## src/sps_pkg.sv

```systemverilog
package sps_pkg;
	// clock and bit timing
	localparam int unsigned CLK_HZ = 200_000_000;
	localparam int unsigned OVERSAMPLE = 16;
	localparam int unsigned BAUD_300 = 300;
	localparam int unsigned BAUD_600 = 600;
	localparam int unsigned BAUD_1200 = 1200;
	localparam int unsigned BAUD_2400 = 2400;
	localparam int unsigned BAUD_4800 = 4800;
	localparam int unsigned BAUD_9600 = 9600;
	localparam logic [15:0] DIV_300 = 16'(CLK_HZ / (OVERSAMPLE * BAUD_300));
	localparam logic [15:0] DIV_600 = 16'(CLK_HZ / (OVERSAMPLE * BAUD_600));
	localparam logic [15:0] DIV_1200 = 16'(CLK_HZ / (OVERSAMPLE * BAUD_1200));
	localparam logic [15:0] DIV_2400 = 16'(CLK_HZ / (OVERSAMPLE * BAUD_2400));
	localparam logic [15:0] DIV_4800 = 16'(CLK_HZ / (OVERSAMPLE * BAUD_4800));
	localparam logic [15:0] DIV_9600 = 16'(CLK_HZ / (OVERSAMPLE * BAUD_9600));
	localparam logic [3:0] SUB_LAST = 4'hf;
	localparam logic [3:0] SUB_MID = 4'h7;

	typedef enum logic [2:0] {
		SPS_B300 = 3'h0, SPS_B600 = 3'h1, SPS_B1200 = 3'h2,
		SPS_B2400 = 3'h3, SPS_B4800 = 3'h4, SPS_B9600 = 3'h5
	} sps_baud_type;
	typedef enum logic [1:0] {
		SPS_FMT_8N = 2'h0, SPS_FMT_7E = 2'h1, SPS_FMT_7O = 2'h2
	} sps_fmt_type;
	typedef enum logic [1:0] {
		SPS_MODE_LOCAL = 2'h0, SPS_MODE_REMOTE = 2'h1, SPS_MODE_LOCKOUT = 2'h2
	} sps_mode_type;

	typedef struct packed {
		sps_mode_type mode;
		sps_fmt_type fmt;
		sps_baud_type baud;
	} sps_ctrl_type;
	localparam sps_ctrl_type CTRL_RESET = '{SPS_MODE_LOCAL, SPS_FMT_8N, SPS_B9600};
	localparam int unsigned CTRL_W = 7;

	typedef enum logic [5:0] {
		SPS_RX_IDLE = 6'h01, SPS_RX_START = 6'h02, SPS_RX_DATA = 6'h04,
		SPS_RX_PAR = 6'h08, SPS_RX_STOP = 6'h10
	} sps_rx_state_type;
	typedef enum logic [5:0] {
		SPS_TX_IDLE = 6'h01, SPS_TX_WAIT = 6'h02, SPS_TX_START = 6'h04,
		SPS_TX_DATA = 6'h08, SPS_TX_PAR = 6'h10, SPS_TX_STOP = 6'h20
	} sps_tx_state_type;

	// buffers
	localparam int unsigned RX_DEPTH = 128;
	localparam logic [7:0] RX_DEPTH_CNT = 8'h80;
	localparam logic [7:0] RX_FULL_LEVEL = 8'h64;
	localparam int unsigned TX_DEPTH = 64;
	localparam logic [6:0] TX_DEPTH_CNT = 7'h40;

	// characters
	localparam logic [7:0] CHAR_NEWLINE = 8'h0a;
	localparam logic [7:0] CHAR_ABORT = 8'h03;
	localparam logic [2:0] LAST_BIT_8 = 3'h7;
	localparam logic [2:0] LAST_BIT_7 = 3'h6;

	// register map (byte addresses)
	localparam logic [7:0] OFF_CTRL = 8'h00;
	localparam logic [7:0] OFF_STATUS = 8'h04;
	localparam logic [7:0] OFF_RXDATA = 8'h08;
	localparam logic [7:0] OFF_TXDATA = 8'h0c;
	localparam logic [7:0] OFF_CMD = 8'h10;
	localparam int unsigned ST_DTR = 16;
	localparam int unsigned ST_DSR = 17;
	localparam int unsigned ST_SUSP = 18;
	localparam int unsigned ST_QPEND = 19;
	localparam int unsigned ST_FERR = 20;
	localparam int unsigned ST_PERR = 21;
	localparam int unsigned ST_BREAK = 22;
	localparam int unsigned RXD_VALID = 8;
	localparam int unsigned TXD_LAST = 8;
	localparam int unsigned CMD_CLEAR = 0;
	localparam int unsigned CMD_QUERY = 1;
endpackage

```

## src/sps_baud_gen.sv

```systemverilog
`timescale 1ns/100ps
`default_nettype none
module sps_baud_gen import sps_pkg::*; (
	input wire logic clk,
	input wire logic rst_n,
	input wire logic [15:0] div,
	output logic tick
);
	// one pulse per oversample slot
	logic [15:0] cnt_reg;
	wire logic wrap = (cnt_reg >= div - 16'h0001);

	always_ff @(posedge clk) begin
		if (!rst_n) begin
			cnt_reg <= 16'h0000;
			tick <= 1'b0;
		end else begin
			cnt_reg <= wrap ? 16'h0000 : cnt_reg + 16'h0001;
			tick <= wrap;
		end
	end
endmodule
`default_nettype wire

```

## src/sps_serial_port.sv

```systemverilog
`timescale 1ns/100ps
`default_nettype none
module sps_serial_port import sps_pkg::*; (
	input wire logic clk,
	input wire logic rst_n,
	input wire logic psel,
	input wire logic penable,
	input wire logic pwrite,
	input wire logic [7:0] paddr,
	input wire logic [31:0] pwdata,
	output logic [31:0] prdata,
	output logic pready,
	output logic pslverr,
	input wire logic rxd,
	input wire logic dsr,
	output logic txd,
	output logic dtr,
	output logic key_local_en,
	output logic key_other_en,
	output logic abort_meas
);
	sps_ctrl_type ctrl_reg;
	logic rxd_s, dsr_s, tick;
	logic [15:0] baud_div;

	sps_sync #(.W(2), .RESET_VAL(2'h3)) u_sync (
		.clk(clk),
		.rst_n(rst_n),
		.d({rxd, dsr}),
		.q({rxd_s, dsr_s})
	);

	// invalid codes fall back to the fastest rate
	assign baud_div = (ctrl_reg.baud == SPS_B300) ? DIV_300 :
		(ctrl_reg.baud == SPS_B600) ? DIV_600 :
		(ctrl_reg.baud == SPS_B1200) ? DIV_1200 :
		(ctrl_reg.baud == SPS_B2400) ? DIV_2400 :
		(ctrl_reg.baud == SPS_B4800) ? DIV_4800 : DIV_9600;

	sps_baud_gen u_baud (
		.clk(clk),
		.rst_n(rst_n),
		.div(baud_div),
		.tick(tick)
	);

	wire logic fmt8 = (ctrl_reg.fmt == SPS_FMT_8N);
	wire logic odd_par = (ctrl_reg.fmt == SPS_FMT_7O);
	wire logic [2:0] last_bit = fmt8 ? LAST_BIT_8 : LAST_BIT_7;

	// apb decode
	wire logic access = psel && penable;
	wire logic done = access && pready;
	wire logic wr_done = done && pwrite && !pslverr;
	wire logic hit_ctrl = (paddr == OFF_CTRL);
	wire logic hit_status = (paddr == OFF_STATUS);
	wire logic hit_rx = (paddr == OFF_RXDATA);
	wire logic hit_tx = (paddr == OFF_TXDATA);
	wire logic hit_cmd = (paddr == OFF_CMD);
	wire logic mapped = hit_ctrl || hit_status || hit_rx || hit_tx || hit_cmd;

	// receive path
	sps_rx_state_type rx_state;
	logic [3:0] rx_sub;
	logic [2:0] rx_bit;
	logic [7:0] rx_shift;
	logic rx_perr_bit;
	logic [7:0] rx_mem [RX_DEPTH];
	logic [6:0] rx_wr, rx_rd;
	logic [7:0] rx_count;
	logic query_armed, query_pending, ferr_reg, perr_reg, break_reg;

	wire logic rx_slot = tick && (rx_sub == SUB_LAST);
	wire logic [7:0] rx_char = fmt8 ? rx_shift : {1'b0, rx_shift[7:1]};
	wire logic rx_done = tick && (rx_sub == SUB_LAST) && (rx_state == SPS_RX_STOP);
	wire logic rx_abort = rx_done && (rx_char == CHAR_ABORT);
	wire logic rx_push = rx_done && !rx_abort && (rx_count != RX_DEPTH_CNT);
	wire logic rx_pop = done && !pwrite && hit_rx && prdata[RXD_VALID];

	// transmit path
	sps_tx_state_type tx_state;
	logic [3:0] tx_sub;
	logic [2:0] tx_bit;
	logic tx_stop2;
	logic [7:0] tx_shift;
	logic tx_par, tx_last;
	logic [8:0] tx_mem [TX_DEPTH];
	logic [5:0] tx_wr, tx_rd;
	logic [6:0] tx_count;

	wire logic tx_slot = tick && (tx_sub == SUB_LAST);
	wire logic tx_full = (tx_count == TX_DEPTH_CNT);
	wire logic tx_push = wr_done && hit_tx;
	wire logic tx_load = tx_slot && (tx_state == SPS_TX_WAIT) && dsr_s;
	wire logic resp_done = tx_slot && (tx_state == SPS_TX_STOP) && tx_stop2 && tx_last;
	wire logic suspended = (tx_state == SPS_TX_WAIT) && !dsr_s;
	wire logic [8:0] tx_word = tx_mem[tx_rd];

	wire logic clear_req = rx_abort || (wr_done && hit_cmd && pwdata[CMD_CLEAR]);

	wire logic dtr_next = !((rx_count >= RX_FULL_LEVEL) || query_pending || suspended);

	// register access
	wire logic [31:0] status_word = {9'h000, break_reg, perr_reg, ferr_reg, query_pending,
		suspended, dsr_s, dtr, 1'b0, tx_count, rx_count};
	wire logic [31:0] rd_mux = hit_ctrl ? {25'h0000000, ctrl_reg} :
		hit_status ? status_word :
		hit_rx ? {23'h000000, (rx_count != 8'h00), rx_mem[rx_rd]} : 32'h00000000;
	wire logic err_next = !mapped || (pwrite && hit_tx && tx_full);

	always_ff @(posedge clk) begin
		if (!rst_n) begin
			pready <= 1'b0;
			pslverr <= 1'b0;
			prdata <= 32'h00000000;
		end else begin
			pready <= access && !pready;
			pslverr <= access && !pready && err_next;
			prdata <= (access && !pready && !pwrite) ? rd_mux : 32'h00000000;
		end
	end

	// configuration survives a clear
	always_ff @(posedge clk) begin
		if (!rst_n) begin
			ctrl_reg <= CTRL_RESET;
		end else if (wr_done && hit_ctrl) begin
			ctrl_reg <= sps_ctrl_type'(pwdata[CTRL_W-1:0]);
		end
	end

	// sticky status, set wins over write-one clear
	wire logic st_clr = wr_done && hit_status;
	wire logic ferr_set = rx_done && !rxd_s;
	wire logic perr_set = rx_done && rx_perr_bit;
	always_ff @(posedge clk) begin
		if (!rst_n) begin
			ferr_reg <= 1'b0;
			perr_reg <= 1'b0;
			break_reg <= 1'b0;
		end else begin
			ferr_reg <= ferr_set || (ferr_reg && !(st_clr && pwdata[ST_FERR]));
			perr_reg <= perr_set || (perr_reg && !(st_clr && pwdata[ST_PERR]));
			break_reg <= rx_abort || (break_reg && !(st_clr && pwdata[ST_BREAK]));
		end
	end

	// receiver: centre sampling off the oversample tick
	always_ff @(posedge clk) begin
		if (!rst_n) begin
			rx_state <= SPS_RX_IDLE;
			rx_sub <= 4'h0;
			rx_bit <= 3'h0;
			rx_shift <= 8'h00;
			rx_perr_bit <= 1'b0;
		end else if (tick) begin
			rx_sub <= rx_sub + 4'h1;
			case (rx_state)
				SPS_RX_IDLE: begin
					rx_sub <= 4'h0;
					if (!rxd_s && dtr) begin
						rx_state <= SPS_RX_START;
					end
				end
				SPS_RX_START: begin
					if (rx_sub == SUB_MID) begin
						rx_sub <= 4'h0;
						rx_bit <= 3'h0;
						rx_perr_bit <= 1'b0;
						rx_state <= rxd_s ? SPS_RX_IDLE : SPS_RX_DATA;
					end
				end
				SPS_RX_DATA: begin
					if (rx_slot) begin
						rx_shift <= {rxd_s, rx_shift[7:1]};
						rx_bit <= rx_bit + 3'h1;
						if (rx_bit == last_bit) begin
							rx_state <= fmt8 ? SPS_RX_STOP : SPS_RX_PAR;
						end
					end
				end
				SPS_RX_PAR: begin
					if (rx_slot) begin
						rx_perr_bit <= (^rx_shift[7:1]) ^ rxd_s ^ odd_par;
						rx_state <= SPS_RX_STOP;
					end
				end
				SPS_RX_STOP: begin
					if (rx_slot) begin
						rx_state <= SPS_RX_IDLE;
					end
				end
				default: begin
					rx_state <= SPS_RX_IDLE;
				end
			endcase
		end
	end

	// receive buffer
	always_ff @(posedge clk) begin
		if (rx_push) begin
			rx_mem[rx_wr] <= rx_char;
		end
	end
	always_ff @(posedge clk) begin
		if (!rst_n || clear_req) begin
			rx_wr <= 7'h00;
			rx_rd <= 7'h00;
			rx_count <= 8'h00;
		end else begin
			rx_wr <= rx_wr + {6'h00, rx_push};
			rx_rd <= rx_rd + {6'h00, rx_pop};
			rx_count <= rx_count + {7'h00, rx_push} - {7'h00, rx_pop};
		end
	end

	// query handshake: set wins over the response end
	wire logic nl_seen = rx_push && (rx_char == CHAR_NEWLINE);
	always_ff @(posedge clk) begin
		if (!rst_n || clear_req) begin
			query_armed <= 1'b0;
			query_pending <= 1'b0;
		end else begin
			query_armed <= (wr_done && hit_cmd && pwdata[CMD_QUERY]) || (query_armed && !nl_seen);
			query_pending <= (query_armed && nl_seen) || (query_pending && !resp_done);
		end
	end

	// transmit buffer
	always_ff @(posedge clk) begin
		if (tx_push) begin
			tx_mem[tx_wr] <= pwdata[TXD_LAST:0];
		end
	end
	always_ff @(posedge clk) begin
		if (!rst_n || clear_req) begin
			tx_wr <= 6'h00;
			tx_rd <= 6'h00;
			tx_count <= 7'h00;
		end else begin
			tx_wr <= tx_wr + {5'h00, tx_push};
			tx_rd <= tx_rd + {5'h00, tx_load};
			tx_count <= tx_count + {6'h00, tx_push} - {6'h00, tx_load};
		end
	end

	// transmitter: one bit per sixteen ticks
	always_ff @(posedge clk) begin
		if (!rst_n || clear_req) begin
			tx_state <= SPS_TX_IDLE;
			tx_sub <= 4'h0;
			tx_bit <= 3'h0;
			tx_stop2 <= 1'b0;
			tx_shift <= 8'h00;
			tx_par <= 1'b0;
			tx_last <= 1'b0;
			txd <= 1'b1;
		end else begin
			if (tick) begin
				tx_sub <= tx_sub + 4'h1;
			end
			case (tx_state)
				SPS_TX_IDLE: begin
					if (tx_count != 7'h00) begin
						tx_state <= SPS_TX_WAIT;
					end
				end
				SPS_TX_WAIT: begin
					if (tx_load) begin
						tx_shift <= tx_word[7:0];
						tx_last <= tx_word[TXD_LAST];
						tx_par <= (^tx_word[6:0]) ^ odd_par;
						txd <= 1'b0;
						tx_state <= SPS_TX_START;
					end
				end
				SPS_TX_START: begin
					if (tx_slot) begin
						txd <= tx_shift[0];
						tx_shift <= {1'b0, tx_shift[7:1]};
						tx_bit <= 3'h0;
						tx_state <= SPS_TX_DATA;
					end
				end
				SPS_TX_DATA: begin
					if (tx_slot) begin
						tx_bit <= tx_bit + 3'h1;
						txd <= tx_shift[0];
						tx_shift <= {1'b0, tx_shift[7:1]};
						if (tx_bit == last_bit) begin
							txd <= fmt8 ? 1'b1 : tx_par;
							tx_stop2 <= 1'b0;
							tx_state <= fmt8 ? SPS_TX_STOP : SPS_TX_PAR;
						end
					end
				end
				SPS_TX_PAR: begin
					if (tx_slot) begin
						txd <= 1'b1;
						tx_stop2 <= 1'b0;
						tx_state <= SPS_TX_STOP;
					end
				end
				SPS_TX_STOP: begin
					if (tx_slot) begin
						tx_stop2 <= 1'b1;
						if (tx_stop2) begin
							tx_state <= SPS_TX_IDLE;
						end
					end
				end
				default: begin
					tx_state <= SPS_TX_IDLE;
				end
			endcase
		end
	end

	// handshake and panel outputs
	always_ff @(posedge clk) begin
		if (!rst_n) begin
			dtr <= 1'b1;
			key_local_en <= 1'b1;
			key_other_en <= 1'b1;
			abort_meas <= 1'b0;
		end else begin
			dtr <= dtr_next;
			key_local_en <= (ctrl_reg.mode != SPS_MODE_LOCKOUT);
			key_other_en <= (ctrl_reg.mode == SPS_MODE_LOCAL);
			abort_meas <= clear_req;
		end
	end
endmodule
`default_nettype wire

```

## src/sps_sync.sv

```systemverilog
`timescale 1ns/100ps
`default_nettype none
module sps_sync import sps_pkg::*; #(
	parameter int unsigned W = 1,
	parameter logic [W-1:0] RESET_VAL = '0
) (
	input wire logic clk,
	input wire logic rst_n,
	input wire logic [W-1:0] d,
	output logic [W-1:0] q
);
	logic [W-1:0] meta_reg;

	always_ff @(posedge clk) begin
		if (!rst_n) begin
			meta_reg <= RESET_VAL;
			q <= RESET_VAL;
		end else begin
			meta_reg <= d;
			q <= meta_reg;
		end
	end
endmodule
`default_nettype wire

```

## config.mk

```make
export PLATFORM = sky130hd
export DESIGN_NAME = sps_serial_port
export DESIGN_NICKNAME = d
export VERILOG_FILES = /design/src/sps_pkg.sv /design/src/sps_baud_gen.sv /design/src/sps_serial_port.sv /design/src/sps_sync.sv
export SDC_FILE = /design/constraint.sdc
export NUM_CORES = 2
export LEC_CHECK = 0
export ABC_AREA = 1
export CAP_MARGIN = 40
export CORE_UTILIZATION = 35
export DETAILED_ROUTE_END_ITERATION = 10
export DONT_BUFFER_PORTS = 1
export GPL_ROUTABILITY_DRIVEN = 0
export GPL_TIMING_DRIVEN = 0
export MAX_ROUTING_LAYER = met4
export SYNTH_ARGS = -nofsm -noshare
export SYNTH_HDL_FRONTEND = slang
export SYNTH_SLANG_ARGS = --single-unit
export TNS_END_PERCENT = 100
```

## constraint.sdc

```tcl
create_clock -name clk -period 21.1 [get_ports clk]
set_input_delay 5.275 -clock clk [delete_from_list [all_inputs] [get_ports clk]]
set_output_delay 5.275 -clock clk [all_outputs]
set_load 0.005 [all_outputs]
```

# Yosys cells after proc, flatten, opt, wreduce, memory -nomap -nowiden
# Memory sizes are Yosys's and may differ from the RTL's. A register that Yosys moved wholly into a read port is not among the register bits.
# Cells that the tools add are included.
[op_classes]
n_eq_ne = 45
n_mux = 60
n_div = 0
bitwise_logic = 5
reduce_logical = 100
n_mul = 0
n_shift = 0
addsub = 14
order_cmp = 2
[op_table]
columns = ["operator", "count"]
rows = [
  ["$mux W6", 16],
  ["$logic_and A1 B1 Y1", 43],
  ["$pmux W6 S6", 1],
  ["$ne A2 B2 Y1 const B", 15],
  ["$pmux W6 S5", 1],
  ["$eq A8 B4 Y1 const B", 3],
  ["$mux W8", 3],
  ["$mux W23", 1],
  ["$add A7 B1 Y7", 3],
  ["$add A16 B1 Y16 const B", 1],
  ["$ge A16 B16 Y1", 1],
  ["$mux W1", 16],
  ["$mux W16", 1],
  ["$pmux W8 S2", 1],
  ["$sub A16 B1 Y16 const B", 1],
  ["$mux W15", 1],
  ["$mux W3", 5],
  ["$logic_not A1 Y1", 14],
  ["$logic_or A1 B1 Y1", 14],
  ["$mux W14", 1],
  ["$mux W7", 2],
  ["$reduce_xor A7 Y1", 2],
  ["$mux W13", 1],
  ["$add A6 B1 Y6", 2],
  ["other kinds (53)", 77],
]
[totals]
ram_bits = 1600
regBits = 159
wordCells = 268
mem_count = 2
output_inout_bits = 39
latch_bits = 0
rom_bits = 0
inputBits = 47
[mem_list]
columns = ["memory", "depth", "word_bits", "read_ports", "rd_ports_with_merged_regs", "wr", "line_no", "source"]
rows = [
  ["rx_mem", 128, 8, 1, 1, 1, "sps_serial_port.sv:68", "logic [7:0] rx_mem [RX_DEPTH];"],
  ["tx_mem", 64, 9, 1, 1, 1, "sps_serial_port.sv:87", "logic [8:0] tx_mem [TX_DEPTH];"],
]

# Longest topological paths before layout
[depth]
ltp_word = 11
ltp_mapped = 23

# Hierarchy
# Synthesis repeated with hierarchy kept, for this count alone.
[unflattened]
cells_unflattened = 6140
area_unflattened_um2 = 71904.0
[by_module_without_submodules]
columns = ["mod", "area_per_inst_um2", "seq_area_each_um2", "instances", "cells_per_inst"]
rows = [
  ["sps_serial_port", 70238.6, 50588.5, 1, 5906],
  ["sps_baud_gen", 1555.2, 340.3, 1, 222],
  ["sps_sync", 110.1, 80.1, 1, 12],
]

# Least setup slack after synthesis
# No wires, ideal clock.
[synth_timing]
kind = "input-to-reg"
start = "input paddr[5]"
end = "register rx_count[6]"
cell_stages = 18
path_slack_ns = 13.027
arrival_time_ns = 8.003
n_path_buf = 0
setup_ns = 0.070
t_required_ns = 21.030
path_cell_list = "or3_1 -> nor2_1 -> inv_1 -> nor2_1 -> nand2_1 -> nor4_1 -> ha_1 -> inv_1 -> ha_1 -> inv_1 -> fa_1 -> o31ai_1 -> inv_1 -> nor2_1 -> o21ai_0 -> nand2_1 -> nand2_1 -> a21oi_1"
[synth_via]
elab_chain_len = 5
word_cells_on_any_way = 9
[synth_lines]
columns = ["item", "line_no", "source"]
rows = [
  ["start: declaration", "sps_serial_port.sv:9", "input wire logic [7:0] paddr,"],
  ["branches (longest 5 deep; another with $sub A8 B1 Y8)", "--", ""],
  ["end signal: assignment", "sps_serial_port.sv:214", "rx_count <= rx_count + {7'h00, rx_push} - {7'h00, rx_pop};"],
  ["end: declaration", "sps_serial_port.sv:70", "logic [7:0] rx_count;"],
]
# Several ways; the timed one is not identified.
# A chain may end at the register's enable or synchronous reset.

# Final worst setup path
# Same ends and word-level chain as after synthesis.

==> summary.txt <==
Element type at the critical path start: primary input
DP Area: 0.07769 sq mm
Peak supply drop: 70.32 uV
Count of state elements after synthesis: 1748
Crit-path cells: or3_1, nor2_1, inv_1, nor2_1, nand2_1, nor4_1, buf_2, ha_1, inv_1, ha_1, inv_1, fa_1, o31ai_1, inv_1, nor2_1, o21ai_0, nand2_1, nand2_1, a21oi_1
Layout Utilization: 0.4106
Largest net degree at the start of global routing: 87
NetSw: 1.391 mW
Post CTS Setup Buffer Count: 0
DRT Pass-1 Iters: 8
Synthesized area per cell: 11.84 sq um
PD cells: 80.94 mW/mm^2
Core area: 0.2021 sq mm
Fin nets: 6578
Largest Register: rx_mem
WS Path Type: in2reg
Die Height: 453.0 um
Cells after Synth: 6012
Critical path required time: 21.85 ns
Worst path arrival time: 8.76 ns
Post-synth EDFFs: 1600
Post-cts resize count: 0
Yosys warns: 0
Antenna viol nets, final: 0
Slew Limit Fails: 0
Synth-to-layout area growth: 16.60%
Status: complete, no violations
Synth top area share: 0.6750
Final Hold Viols: 0
Setup violations, final: 0
Max FFs per register: 1024
WP buf/inv: 5
Fmax achieved: 124.8 MHz
Gr usage total: 0.2725
Drc violations: 0
CTS Buffer Depth: 3
Fin crit share: 0.3796
Ranking of synthesized cells by area: edfxtp_1 (68%), nor2_1 (6.1%), o21ai_0 (5.0%)
Regs by FF count: rx_mem x1024, tx_mem x576, prdata x22
Max Cap Viol: 0
CP max FO: 4
Pleak: 26.65 nW
Crit-path slowest cell: fa_1
Clk_skew: 0.03441 ns
Detailed Route Iter0 Violations: 10140
TNS Setup: 0 ns
Starting Density: 0.3522
Max-slew headroom: 0.2888
Comb pwr share: 0.005
Root buffer cell: clkbuf_16
Number of placement rows: 165
Number of global-route vias before repair: 49980
Cell Int Power: 5.327 mW
Die W: 453.0 um
Hold WS: 0.4138 ns
Slowest cell delay on critical path: 0.43 ns
Initial antenna violation count: 17
CTS tree: yes
Vias post-DR: 54900
Min-delay worst type: reg2reg
Die area: 0.2052 sq mm
Number of unique standard cell types used by synthesis: 52
Drt wl/cell: 30.05 um
Worst-path clk slew: 0.06 ns
Port bufs: 0
Clock period minus final worst setup slack: 8.010 ns
Final global-route overflow total: 0
Post-synthesis sequential area ratio: 0.7166
Share of cells above drive strength 1: 0.1058
Final non-filler cell area: 0.08299 sq mm
# IOs: 86
Tightest Pin Transition: 1.067 ns
Switching share of power: 0.2071
H-tree depth: 4
Synthesized area: 0.07118 sq mm
Seq pwr share: 0.558
Total clock sinks: 1748
First-pass GRT wire length: 380600 um
Worst path top cell family by delay: simple AND/OR/NAND/NOR gates
Post-cts hold buffer count: 0
Post-synth top area cell: edfxtp_1
Skew-Pair Late Insertion Delay: 0.85 ns
Crit end category: flip-flop
Most used DFF post-synth: edfxtp_1
Num CTS Buffers: 170
Unrepaired setup endpoints after global routing: no
Vias/cell: 5.900
Final HPWL DP: 193400 um
Commonest cells after routing, fill and taps aside: edfxtp_1 (1600), nor2_1 (1151), nand2_1 (722)
CP most frequent cell: inv_1
Clock network power share: 0.437
Asr flop ratio synth: 0
Detailed Route WL: 279600 um
Most common cell after layout, fill and taps aside: edfxtp_1
==> Yosys cell counts, types with 2 or more instances <==
master / number
o21ai_0: 706
or3_1: 2
o31ai_1: 2
a211oi_1: 8
fa_1: 2
nor2_4: 3
nand3_1: 377
o21ai_1: 20
nor3b_1: 7
clkinv_1: 6
or2_2: 6
clkbuf_1: 211
nor2_1: 1153
nor2_2: 3
dfxtp_1: 148
nand3_2: 6
buf_4: 27
buf_1: 9
nor3_2: 2
and3_1: 2
inv_2: 10
edfxtp_1: 1600
a21oi_1: 138
nand4_1: 36
a32oi_1: 2
inv_1: 216
nor4_1: 3
o21bai_1: 4
nand2_1: 722
o211ai_1: 51
o221ai_1: 107
ha_1: 55
a21boi_0: 2
o22ai_1: 179
xnor2_1: 14
xor2_1: 25
buf_6: 12
o21a_1: 2
nor3_1: 19
nor4_2: 2
buf_2: 102
==> worst register-to-register path, cell delays in order, from the launching register on <==
cell	delay, ns
dfxtp_1	0.48
buf_2	0.25
clkbuf_1	0.66
clkbuf_1	0.63
o21ai_0	0.22
o22ai_1	0.38
nand2_1	0.10
nand4_1	0.12
nand3_1	0.31
nand3_1	0.20
nand3_1	0.48
a21oi_1	0.32
==> metal layers <==
| layer | wire, um | global-route usage |
|---|---|---|
| met5 | 0 | - |
| met4 | 22580 | 0.1785 |
| met3 | 41790 | 0.09353 |
| met2 | 118200 | 0.3879 |
| met1 | 97070 | 0.3270 |
==> per-stage QoR <==
step	setup WS, ns	total power [mW]	std cells
3_5_place_dp	12.25	3.857	8967
2_1_floorplan	13.03	3.847	6021
5_1_grt	12.71	6.838	9296
4_1_cts	13.11	6.711	9279
3_3_place_gp	6.138	3.856	8693
6_report	13.09	6.718	9304
==> worst paths after layout <==
path                                               startpoint                     end  slack (ns)  depth (start not counted)
worst max register to register            rx_rd[1]$_SDFF_PP0_    prdata[1]$_SDFF_PN0_       16.87                         11
worst min-delay path            u_sync.meta_reg[0]$_SDFF_PN1_  u_sync.q[0]$_SDFF_PN1_        0.41                          1
worst max-delay path                                 paddr[5]  rx_count[6]$_SDFF_PP0_       13.09                         19
worst min register to register  u_sync.meta_reg[0]$_SDFF_PN1_  u_sync.q[0]$_SDFF_PN1_        0.41                          1
==> power by group through the flow <==
stage	Clock [mW]	Combinational, mW	Sequential, mW
final	2.94	0.0355	3.75
after detailed placement	0	0.0352	3.82
after CTS	2.93	0.0351	3.75
after floorplan	0	0.0261	3.82
after global routing	3.05	0.0403	3.75
after global placement	0	0.0338	3.82
==> kinds of logic after synthesis <==
| logic type | Yosys count | share of synthesized area |
|---|---|---|
| other | 1 | 0.00005269 |
| buffers and inverters | 594 | 0.03597 |
| flip-flops | 1748 | 0.7166 |
| adder cells (fa/ha/maj) | 57 | 0.01023 |
| XOR/XNOR | 39 | 0.004799 |
| AND/OR/NAND/NOR | 2344 | 0.1341 |
| AO/OA/AOI/OAI | 1229 | 0.09823 |
==> cell type report <==
cell class,instances,area [sq um]
Timing Repair Buffer,281,3134
Buffer,362,1689
Tap cell,2672,3343
Inverter,232,878.3
Antenna cell,18,45.04
Clock buffer,223,4537
Clock inverter,89,656.9
Sequential cell,1748,51010
Fill cell,18860,119100
Multi-Input combinational cell,3679,17700
Note: power is estimated with default switching activity, not from simulation.
